==> src/hw/led_plane_pkg.sv <==
package led_plane_pkg;

    // register addresses of the serial word
    localparam logic [7:0] ADDR_NOOP        = 8'h00;
    localparam logic [7:0] ADDR_SCAN_LIMIT  = 8'h03;
    localparam logic [7:0] ADDR_CONFIG      = 8'h04;
    localparam logic [7:0] ADDR_LAMP_TEST   = 8'h07;
    localparam logic [7:0] ADDR_DIGIT_MASK  = 8'hF8;
    localparam logic [7:0] ADDR_PRIMARY     = 8'h20;
    localparam logic [7:0] ADDR_ALTERNATE   = 8'h40;
    localparam logic [7:0] ADDR_BOTH        = 8'h60;

    // configuration field positions
    localparam int CFG_SHUTDOWN_N_BIT = 0;
    localparam int CFG_RATE_BIT       = 2;
    localparam int CFG_BLINK_EN_BIT   = 3;
    localparam int CFG_SYNC_BIT       = 4;
    localparam int CFG_CLEAR_BIT      = 5;
    localparam int LAMP_TEST_BIT      = 0;

    // reset values
    localparam logic [7:0] CONFIG_RESET     = 8'h00;
    localparam logic [2:0] SCAN_RESET       = 3'h4;
    localparam logic [7:0] DIGIT_RESET      = 8'h00;
    localparam logic [2:0] SCAN_ALL         = 3'h7;

    // geometry
    localparam int DIGITS     = 8;
    localparam int DIGIT_BITS = 3;
    localparam int WORD_BITS  = 16;

    // multiplex clock: 4 MHz nominal, one digit slot of 800 cycles is 200 us
    localparam int MUX_CLK_HZ      = 4_000_000;
    localparam int SLOW_HALF_MS    = 1000;
    localparam int FAST_HALF_MS    = 500;
    localparam int SLOT_US         = 200;
    localparam int SLOW_HALF_TICKS = MUX_CLK_HZ / 1000 * SLOW_HALF_MS;
    localparam int FAST_HALF_TICKS = MUX_CLK_HZ / 1000 * FAST_HALF_MS;
    localparam int SLOT_TICKS      = MUX_CLK_HZ / 1_000_000 * SLOT_US;

    // serial receiver states
    typedef enum logic [1:0]
    {
        RX_IDLE  = 2'b00,
        RX_SHIFT = 2'b01,
        RX_DONE  = 2'b10
    } rx_state_t;

endpackage

==> src/hw/plane_store.sv <==
`timescale 1ns/1ps

// two-plane digit store: one write port from the serial side, two read ports for the scan
module plane_store
    import led_plane_pkg::*;
(
    input  wire logic                  core_clk_i,
    input  wire logic                  rstn_i,
    input  wire logic                  clear_i,      // wipe both planes
    input  wire logic                  wr_primary_i, // write primary plane
    input  wire logic                  wr_alt_i,     // write alternate plane
    input  wire logic [DIGIT_BITS-1:0] wr_idx_i,     // digit written
    input  wire logic [7:0]            wr_data_i,    // segment byte
    input  wire logic [DIGIT_BITS-1:0] rd_idx_i,     // digit being scanned
    output logic      [7:0]            rd_primary_o, // primary plane byte
    output logic      [7:0]            rd_alt_o      // alternate plane byte
);

    logic [7:0] primary_plane   [DIGITS];   // primary plane bytes
    logic [7:0] alternate_plane [DIGITS];   // alternate plane bytes

    ////////////////////////////////////////////////////////////////////////
    // one entry per digit; write side and read side are independent
    genvar g;
    generate
        for (g = 0; g < DIGITS; g++)
        begin : g_digit
            // entry update: clear wins over a write
            always_ff @(posedge core_clk_i or negedge rstn_i)
            begin
                if (!rstn_i)
                begin
                    primary_plane[g]   <= DIGIT_RESET;
                    alternate_plane[g] <= DIGIT_RESET;
                end
                else if (clear_i)
                begin
                    primary_plane[g]   <= DIGIT_RESET;
                    alternate_plane[g] <= DIGIT_RESET;
                end
                else if (wr_idx_i == DIGIT_BITS'(g))
                begin
                    // one or both planes per address group
                    if (wr_primary_i)
                        primary_plane[g] <= wr_data_i;
                    if (wr_alt_i)
                        alternate_plane[g] <= wr_data_i;
                end
            end
        end
    endgenerate

    // read ports for the scan, separate from the write port
    assign rd_primary_o = primary_plane[rd_idx_i];
    assign rd_alt_o     = alternate_plane[rd_idx_i];

endmodule

==> src/hw/led_blink_plane_config.sv <==
`timescale 1ns/1ps

// Summary of operation
// - two planes of eight digit bytes
// - plane writes independent of scan reads
// - config bits R T E B 0 S
// - S zero means shutdown, one normal
// - rate bit: 1s slow, 0.5s fast
// - E bit enables blinking
// - T bit clears blink counters at select rise
// - R bit clears both planes at select rise
// - test register bit0 selects lamp test
// - scan limit bits 2:0 give last digit
// - each segment has one bit per plane
// - write primary, alternate or both planes
// - blink off shows primary plane only
// - blink on alternates planes each phase
// - blinking runs on without host writes
// - blink period divided from multiplex clock
// - digit addresses 0x20, 0x40, 0x60 plus index
// - reset clears config and all digits
// - sync also restarts divider and scan
// - lamp test lights all, scans eight digits
module led_blink_plane_config
    import led_plane_pkg::*;
#(
    parameter int SLOW_HALF = SLOW_HALF_TICKS,  // multiplex ticks per slow phase
    parameter int FAST_HALF = FAST_HALF_TICKS,  // multiplex ticks per fast phase
    parameter int SLOT      = SLOT_TICKS        // multiplex ticks per digit slot
)
(
    input  wire logic                  core_clk_i,
    input  wire logic                  rstn_i,
    input  wire logic                  ser_sclk_i,            // serial clock, sampled
    input  wire logic                  ser_csn_i,             // chip select, active low
    input  wire logic                  ser_mosi_i,            // serial data in, msb first
    input  wire logic                  multiplex_clock_input, // multiplex oscillator level
    output logic                       shutdown_o,            // display off
    output logic                       blink_phase_o,         // high in the alternate plane phase, even with blinking off
    output logic      [DIGIT_BITS-1:0] digit_sel_o,           // digit being scanned
    output logic      [7:0]            segments_o,            // segment levels for that digit
    output logic                       lamp_test_o            // lamp test active
);

    import led_plane_pkg::*;

    ////////////////////////////////////////////////////////////////////////
    // serial receiver
    // pins are levels sampled on the core clock
    // an edge is a change between two samples
    // each serial level must last one core cycle
    // the word is msb first: address, then data
    // missing bits spoil the word, and so do extra bits unless they are a multiple of 33

    // receiver registers and decode nets
    logic                  sclk_d_r;      // previous serial clock level
    logic                  csn_d_r;       // previous select level
    logic [WORD_BITS-1:0]  shift_r;       // incoming word
    logic [4:0]            bit_cnt_r;     // bits taken this frame
    rx_state_t             rx_state_r;    // receiver state
    logic                  sclk_rise;     // serial clock edge seen
    logic                  cs_rise;       // end of frame
    logic                  word_ok;       // full word at frame end
    logic [7:0]            word_addr;     // address byte
    logic [7:0]            word_data;     // data byte

    // serial clock rose: take one bit
    assign sclk_rise = ser_sclk_i & ~sclk_d_r;
    // select rose: the frame has closed
    assign cs_rise   = ser_csn_i & ~csn_d_r;
    // address and data halves of the word
    assign word_addr = shift_r[15:8];
    assign word_data = shift_r[7:0];
    // commit a frame of sixteen bits, or of sixteen plus a multiple of 33 once the count wraps
    assign word_ok   = cs_rise && (rx_state_r == RX_DONE);

    // edge history of the serial pins
    // reset levels match the idle pins, no false edge
    always_ff @(posedge core_clk_i or negedge rstn_i)
    begin
        if (!rstn_i)
        begin
            sclk_d_r <= 1'b0;
            csn_d_r  <= 1'b1;
        end
        else
        begin
            sclk_d_r <= ser_sclk_i;
            csn_d_r  <= ser_csn_i;
        end
    end

    // frame state: a word counts if sixteen bits came in, or sixteen plus a multiple of 33 once the five-bit count wraps
    // an early select rise drops the word, and so does a late one at any other count
    always_ff @(posedge core_clk_i or negedge rstn_i)
    begin
        if (!rstn_i)
        begin
            rx_state_r <= RX_IDLE;
            bit_cnt_r  <= 5'd0;
            shift_r    <= 16'h0000;
        end
        else if (ser_csn_i)
        begin
            // deselected: ready for next frame
            // the shift register keeps its bits for the commit
            rx_state_r <= RX_IDLE;
            bit_cnt_r  <= 5'd0;
        end
        else if (sclk_rise)
        begin
            // shift in at the bottom, msb first
            shift_r <= {shift_r[WORD_BITS-2:0], ser_mosi_i};
            case (rx_state_r)
                RX_IDLE, RX_SHIFT:
                begin
                    // count the bit just taken
                    bit_cnt_r  <= bit_cnt_r + 5'd1;
                    // sixteenth bit completes the word
                    rx_state_r <= (bit_cnt_r == 5'd15) ? RX_DONE : RX_SHIFT;
                end
                RX_DONE:
                begin
                    // surplus bits spoil the word
                    // and the count restarts at sixteen and keeps counting
                    rx_state_r <= RX_SHIFT;
                    bit_cnt_r  <= 5'd16;
                end
                default:
                    rx_state_r <= RX_IDLE;
            endcase
        end
    end

    ////////////////////////////////////////////////////////////////////////
    // register decode, all committed at select rise
    // each write strobe lasts one core cycle
    // unknown addresses, no-op included, fall through
    // digit groups share the low three address bits
    // address bits 5 and 6 pick primary and alternate

    // write strobes and stored settings
    logic       wr_cfg;       // configuration write
    logic       wr_scan;      // scan limit write
    logic       wr_test;      // lamp test write
    logic       wr_digit;     // digit group write
    logic       plane_clear;  // clear both planes
    logic       timer_sync;   // restart divider, blink and scan
    logic [7:0] cfg_r;        // display_configuration
    logic [2:0] scan_r;       // scan_digit_count
    logic       test_r;       // lamp_test_control

    assign wr_cfg      = word_ok && (word_addr == ADDR_CONFIG);
    assign wr_scan     = word_ok && (word_addr == ADDR_SCAN_LIMIT);
    assign wr_test     = word_ok && (word_addr == ADDR_LAMP_TEST);
    assign wr_digit    = word_ok && ((word_addr & ADDR_DIGIT_MASK) == ADDR_PRIMARY
                                  || (word_addr & ADDR_DIGIT_MASK) == ADDR_ALTERNATE
                                  || (word_addr & ADDR_DIGIT_MASK) == ADDR_BOTH);
    assign plane_clear = wr_cfg && word_data[CFG_CLEAR_BIT];
    assign timer_sync  = wr_cfg && word_data[CFG_SYNC_BIT];

    // control registers take the word only when the frame closes
    // unused config bits are stored as zero
    // the clear and sync bits are kept as written
    // reset: shutdown, slow rate, blink off
    always_ff @(posedge core_clk_i or negedge rstn_i)
    begin
        if (!rstn_i)
        begin
            cfg_r  <= CONFIG_RESET;
            scan_r <= SCAN_RESET;
            test_r <= 1'b0;
        end
        else
        begin
            if (wr_cfg)
                cfg_r <= {2'b00, word_data[5:2], 1'b0, word_data[0]};
            // only three limit bits are kept
            if (wr_scan)
                scan_r <= word_data[2:0];
            // only the test bit is kept
            if (wr_test)
                test_r <= word_data[LAMP_TEST_BIT];
        end
    end

    ////////////////////////////////////////////////////////////////////////
    // digit store
    // the planes live in the store module
    // the scan reads while the host writes
    // a clear in the same word beats a digit write

    logic [7:0] rd_primary;   // primary byte of scanned digit
    logic [7:0] rd_alt;       // alternate byte of scanned digit

    plane_store u_store
    (
        .core_clk_i   (core_clk_i),
        .rstn_i       (rstn_i),
        .clear_i      (plane_clear),
        .wr_primary_i (wr_digit && word_addr[5]),
        .wr_alt_i     (wr_digit && word_addr[6]),
        .wr_idx_i     (word_addr[DIGIT_BITS-1:0]),
        .wr_data_i    (word_data),
        .rd_idx_i     (digit_sel_o),
        .rd_primary_o (rd_primary),
        .rd_alt_o     (rd_alt)
    );

    ////////////////////////////////////////////////////////////////////////
    // multiplex clock tick, blink timer and scan
    // the oscillator pin is a sampled level
    // each rising level is one multiplex tick
    // phase and slot counts run in ticks only
    // half_len picks the slow or fast phase
    // lamp test widens the scan to all digits

    // tick, counters and scan bound
    logic        osc_d_r;      // previous oscillator level
    logic        osc_tick;     // one multiplex clock rising edge
    logic [31:0] blink_cnt_r;  // ticks in current blink phase
    logic [31:0] slot_cnt_r;   // ticks in current digit slot
    logic [31:0] half_len;     // ticks per blink phase
    logic [2:0]  last_digit;   // final digit of the scan

    assign osc_tick   = multiplex_clock_input & ~osc_d_r;
    assign half_len   = cfg_r[CFG_RATE_BIT] ? 32'(FAST_HALF) : 32'(SLOW_HALF);
    assign last_digit = test_r ? SCAN_ALL : scan_r;

    // oscillator edge history
    // reset at the pin's low level
    always_ff @(posedge core_clk_i or negedge rstn_i)
    begin
        if (!rstn_i)
            osc_d_r <= 1'b0;
        else
            osc_d_r <= multiplex_clock_input;
    end

    // blink divider: free running phase flips, whole display at once
    // the timer runs with blinking off as well
    // a rate change takes effect at the next tick
    // sync clears the count and the phase
    always_ff @(posedge core_clk_i or negedge rstn_i)
    begin
        if (!rstn_i)
        begin
            blink_cnt_r   <= 32'd0;
            blink_phase_o <= 1'b0;
        end
        else if (timer_sync)
        begin
            // sync restarts the phase at its start
            blink_cnt_r   <= 32'd0;
            blink_phase_o <= 1'b0;
        end
        else if (osc_tick)
        begin
            if (blink_cnt_r >= half_len - 32'd1)
            begin
                blink_cnt_r   <= 32'd0;
                // phase over: flip the plane choice
                blink_phase_o <= ~blink_phase_o;
            end
            else
                // still inside the phase
                blink_cnt_r <= blink_cnt_r + 32'd1;
        end
    end

    // digit scan from 0 to last digit
    // the scan keeps running in shutdown
    // a lowered limit wraps at the next slot end
    // sync sends the scan back to digit 0
    always_ff @(posedge core_clk_i or negedge rstn_i)
    begin
        if (!rstn_i)
        begin
            slot_cnt_r  <= 32'd0;
            digit_sel_o <= 3'd0;
        end
        else if (timer_sync)
        begin
            // scan starts again at digit 0
            slot_cnt_r  <= 32'd0;
            digit_sel_o <= 3'd0;
        end
        else if (osc_tick)
        begin
            if (slot_cnt_r >= 32'(SLOT) - 32'd1)
            begin
                slot_cnt_r  <= 32'd0;
                // slot over: next digit, or wrap
                digit_sel_o <= (digit_sel_o >= last_digit) ? 3'd0 : digit_sel_o + 3'd1;
            end
            else
                // still inside the slot
                slot_cnt_r <= slot_cnt_r + 32'd1;
        end
    end

    ////////////////////////////////////////////////////////////////////////
    // segment drive
    // one register stage after digit and phase
    // lamp test overrides but never rewrites

    // plane choice, lamp test and shutdown override
    // outputs lag the settings by one cycle
    always_ff @(posedge core_clk_i or negedge rstn_i)
    begin
        if (!rstn_i)
        begin
            segments_o  <= 8'h00;
            shutdown_o  <= 1'b1;
            lamp_test_o <= 1'b0;
        end
        else
        begin
            // status copies of the live settings
            lamp_test_o <= test_r;
            // lamp test overrides shutdown without touching it
            shutdown_o  <= ~test_r && ~cfg_r[CFG_SHUTDOWN_N_BIT];
            // lamp test: every segment lit
            if (test_r)
                segments_o <= 8'hFF;
            // shutdown: all dark
            else if (!cfg_r[CFG_SHUTDOWN_N_BIT])
                segments_o <= 8'h00;
            // blinking, alternate phase
            else if (cfg_r[CFG_BLINK_EN_BIT] && blink_phase_o)
                segments_o <= rd_alt;
            // otherwise the primary plane
            else
                segments_o <= rd_primary;
        end
    end

endmodule

==> config.mk <==
export PLATFORM = sky130hd
export DESIGN_NAME = led_blink_plane_config
export DESIGN_NICKNAME = d
export VERILOG_FILES = /design/src/hw/led_plane_pkg.sv /design/src/hw/plane_store.sv /design/src/hw/led_blink_plane_config.sv
export SDC_FILE = /design/constraint.sdc
export NUM_CORES = 1
export LEC_CHECK = 0
export BUFFER_PORTS_ARGS = -buffer_cell sky130_fd_sc_hd__clkbuf_2
export CORE_MARGIN = 4
export CORE_UTILIZATION = 40
export CTS_BUF_LIST = sky130_fd_sc_hd__clkbuf_8
export DETAILED_ROUTE_END_ITERATION = 16
export GPL_TIMING_DRIVEN = 0
export SLEW_MARGIN = 20
export SYNTH_ARGS = -nofsm -noshare
export SYNTH_HDL_FRONTEND = slang
export SYNTH_SLANG_ARGS = --single-unit
==> constraint.sdc <==
create_clock -name core_clk_i -period 4.23 [get_ports core_clk_i]
set_clock_uncertainty 0.15 [all_clocks]
set_input_delay 0.846 -clock core_clk_i [delete_from_list [all_inputs] [get_ports core_clk_i]]
set_output_delay 0.846 -clock core_clk_i [all_outputs]
set_load 0.05 [all_outputs]
==> metrics.log <==
[metrics] result of the run: finished clean
[metrics] global-route wire length before repair: 42440 um
[metrics] number of warnings printed during yosys synthesis: 0
[metrics] placed cell count: 1290
[metrics] register-to-register path setup slack: 1.26 ns
[metrics] Top delay family on crit path: compound AO/OA/AOI/OAI gates
[metrics] crit path time final: 2.968 ns
[metrics] Post-Route WL: 25930 um
[metrics] Die Width: 176.2 um
[metrics] max-capacitance violation count: 0
[metrics] clock transition at the registers of the reported paths: 0.06 ns
[metrics] Final Hold Fails: 0
[metrics] total power: 5691 uW
[metrics] Worst path depth: 9
[metrics] detailed-route vias per instance: 5.429
[metrics] post-synthesis instance area: 0.01131 mm2
[metrics] number of buffers on the longest clock path: 3
[metrics] reg-to-reg critical path startpoint: digit_sel_o[0]
[metrics] origin of the worst setup path: digit_sel_o[0]
[metrics] area added between synthesis and finish: 13.70%
[metrics] total gr overflow: 0
[metrics] share of post-route cells with drive strength above 1: 0.3276
[metrics] share of flip-flops with an asynchronous set or reset after synthesis: 1.000
[metrics] number of port buffers: 19
[metrics] first-pass iteration count of the detailed router: 4
[metrics] CTS root buf: sky130_fd_sc_hd__clkbuf_8
[metrics] worst-path fanout max: 10
[metrics] Critical R2R Capture: digit_sel_o[2]
[metrics] data arrival time of the critical path: 3.27 ns
[metrics] total area of multi-input combinational cells: 0.005077 mm2
[metrics] post-synthesis cell count: 890
[metrics] sequential cell area fraction in the yosys report: 0.5290
[metrics] largest net degree at the start of global routing: 90
[metrics] setup bufs post-CTS: 0
[metrics] total via count in the routed design: 7422
[metrics] Leak: 0.006031 uW
[metrics] routed length per instance: 18.97 um
[metrics] Layout fillers: 2569
[metrics] final std cells w/o fill: 1367
[metrics] number of enable flip-flop cells after synthesis: 0
[metrics] share of the clock period used by the worst path: 0.7016
[metrics] Antenna diodes: 0
[metrics] Crit Path Category: flop to flop
[metrics] cell with the biggest individual delay on the critical path: sky130_fd_sc_hd__a211oi_1
[metrics] number of levels in the clock H-tree: 2
[metrics] die outline area: 0.03104 mm2
[metrics] Post-synth top flop: sky130_fd_sc_hd__dfrtp_1
[metrics] count of hold buffers inserted by post-cts repair: 0
[metrics] remaining number of nets flagged by the antenna check after routing: 0
[metrics] total global-route track usage: 0.1713
[metrics] insertion delay of the later-clocked pin in the worst-skew pair: 0.57 ns
[metrics] cell area after placement: 0.01197 mm2
[metrics] Floorplan Core Area: 0.02786 mm2
[metrics] # nets final: 978
[metrics] buffers plus inverters on the worst setup path: 3
[metrics] Max-slew headroom: 0.4139
[metrics] highest-count cells in the layout ignoring fill and taps: sky130_fd_sc_hd__dfrtp_1, sky130_fd_sc_hd__mux2_2, sky130_fd_sc_hd__nor2_1
[metrics] post-route cell area: 0.01286 mm2
[metrics] remaining design rule violation count: 0
[metrics] pre-CTS WS: 0.9474 ns
[metrics] TritonCTS sink count: 239
[metrics] GPL Wtd Cong: 0.8015
[metrics] Boundary Pins: 20
[metrics] worst voltage drop across the vdd grid: 0.0002167 V
[metrics] Worst Reg-to-Reg Cells: 9
[metrics] number of global-route vias before repair: 7599
[metrics] num rows: 61
[metrics] Critical path destination: digit_sel_o[2]
[metrics] startpoint type of the worst setup path: flop
[metrics] Pwr Density: 442.4 mW/mm2
[metrics] Crit path required time: 4.53 ns
[metrics] Worst Tran Pin Value: 0.8791 ns
[metrics] delay contributed by the slowest stage of the critical path: 0.46 ns
[metrics] worst hold path type: input pin to async pin
[metrics] Cell Chain, Critical Path: clkbuf_1 > buf_2 > inv_1 > ha_1 > nand2b_1 > a21o_1 > a211oi_1 > a21boi_0 > o22ai_1
[metrics] endpoints failing setup: 0
[metrics] number of buffers inserted during clock tree synthesis: 43
[metrics] vertical extent of the die: 176.2 um
[metrics] detailed placement HPWL: 17310 um
[metrics] starting density of the core: 0.4061
[metrics] sequential cell area in the final layout: 0.005984 mm2
[metrics] post-cts gate resize count: 0
[metrics] critical path endpoint category: flop
[metrics] peak clock frequency supported by timing: 0.3370 GHz
[metrics] flop and latch count out of synthesis: 239
[metrics] TritonCTS clock tree: built
[metrics] number of distinct library cells after synthesis: 70
[metrics] Syn Nets: 911
[metrics] initial antenna violation count: 0
[metrics] least setup slack across all paths after layout: 1.262 ns
[metrics] unrepaired setup endpoints after global routing: no
[metrics] most common library cell in the layout ignoring fill and taps: sky130_fd_sc_hd__dfrtp_1
[metrics] final slew viol count: 0
[metrics] mean cell area of the mapped netlist: 12.71 um2
[metrics] 1st-iter DRT viols: 438
==> cells by family (layout without fill, tap and decap cells) <==
group / count (synthesis) / count (layout) / synth area share
simple gates: 254 / 254 / 0.1189
flops: 239 / 239 / 0.5290
mux: 188 / 188 / 0.2268
compound gates: 126 / 126 / 0.07952
buf+inv: 59 / 158 / 0.02223
fa+ha+maj: 15 / 15 / 0.01659
xor+xnor: 9 / 9 / 0.006968
==> final cells by class <==
type	instances	area share
tap	378	0.03677
clock inverter	19	0.007198
buffer	42	0.01459
sequential	239	0.4652
inverter	17	0.004961
multi-input combinational	592	0.3947
timing repair buffer	22	0.01449
clock buffer	58	0.06206
==> cells in the mapped netlist (4+ instances only) <==
| cell type | instances | area [um2] |
|---|---|---|
| sky130_fd_sc_hd__dfrtp_1 | 236 | 5906 |
| sky130_fd_sc_hd__mux2_2 | 146 | 1644 |
| sky130_fd_sc_hd__nor2_1 | 70 | 262.8 |
| sky130_fd_sc_hd__nand2_1 | 49 | 183.9 |
| sky130_fd_sc_hd__mux4_2 | 40 | 900.9 |
| sky130_fd_sc_hd__clkbuf_1 | 26 | 97.59 |
| sky130_fd_sc_hd__and3_1 | 25 | 156.4 |
| sky130_fd_sc_hd__nand3_1 | 23 | 115.1 |
| sky130_fd_sc_hd__a21oi_1 | 21 | 105.1 |
| sky130_fd_sc_hd__o21ai_0 | 18 | 90.09 |
| sky130_fd_sc_hd__inv_1 | 17 | 63.81 |
| sky130_fd_sc_hd__ha_1 | 15 | 187.7 |
| sky130_fd_sc_hd__nand4_1 | 14 | 87.58 |
| sky130_fd_sc_hd__a21o_1 | 13 | 97.59 |
| sky130_fd_sc_hd__nor3_1 | 13 | 65.06 |
| sky130_fd_sc_hd__buf_2 | 11 | 55.05 |
| sky130_fd_sc_hd__o31ai_1 | 10 | 75.07 |
| sky130_fd_sc_hd__a31oi_1 | 8 | 50.05 |
| sky130_fd_sc_hd__and2_1 | 8 | 50.05 |
| sky130_fd_sc_hd__nor2_4 | 8 | 90.09 |
| sky130_fd_sc_hd__nor4_1 | 7 | 43.79 |
| sky130_fd_sc_hd__o21a_1 | 7 | 52.55 |
| sky130_fd_sc_hd__a211oi_1 | 6 | 45.04 |
| sky130_fd_sc_hd__nand2b_1 | 6 | 37.54 |
| sky130_fd_sc_hd__xnor2_1 | 6 | 52.55 |
| sky130_fd_sc_hd__nor2b_1 | 5 | 31.28 |
| sky130_fd_sc_hd__o22ai_1 | 5 | 31.28 |
| sky130_fd_sc_hd__a22oi_1 | 4 | 30.03 |
| sky130_fd_sc_hd__a41oi_1 | 4 | 35.03 |
| sky130_fd_sc_hd__and4_1 | 4 | 35.03 |
| sky130_fd_sc_hd__nand2_2 | 4 | 25.02 |
==> through the flow <==
step	utilization	setup TNS, ns	hold slack [ns]
global route	0.4618	0	0.07361
global placement	0.4265	-676.94	0.3095
finish	0.4618	0	0.07346
CTS	0.4618	0	0.06627
floorplan	-	0	0.2515
detailed placement	0.4298	0	0.3105
==> where the power goes <==
part           leakage, uW  total, uW  switching, uW  internal [uW]
registers          0.00323       2530            123           2410
logic              0.00229        971            654            317
clock network     0.000513       2190            962           1230
total              0.00603       5690           1740           3950
==> how the worst min path moves through the flow <==
stage	startpoint	end	slack, ns	depth (start not counted)
3_3_place_gp	cfg_r[3]	cfg_r[3]	0.31	2
3_5_place_dp	cfg_r[3]	cfg_r[3]	0.31	2
6_report	rstn_i	u_store.primary_plane[59]	0.07	1
5_1_grt	rstn_i	u_store.primary_plane[59]	0.07	1
2_1_floorplan	test_r	lamp_test_o	0.25	0
4_1_cts	rstn_i	u_store.alternate_plane[28]	0.07	1
==> registers in the layout, summed over array words and instances, names as in the netlist <==
signal                   cells
u_store.primary_plane       64
scan_r                       3
u_store.alternate_plane     64
segments_o                   8
osc_d_r                      1
slot_cnt_r                  32
test_r                       1
blink_phase_o                1
shift_r                     16
digit_sel_o                  3
shutdown_o                   1
bit_cnt_r                    5
cfg_r                        3
lamp_test_o                  1
blink_cnt_r                 32
rx_state_r                   2
csn_d_r                      1
sclk_d_r                     1
==> layer usage <==
| metal | vias up | track usage | part of all wire |
|---|---|---|---|
| met5 | - | 0 | 0 |
| met4 | 0 | 0.05068 | 0.020 |
| met3 | 45 | 0.03298 | 0.042 |
| met2 | 123 | 0.2614 | 0.46 |
| met1 | 3826 | 0.2506 | 0.48 |
| li1 | 3428 | - | - |
(Power assumes the default switching activity.)
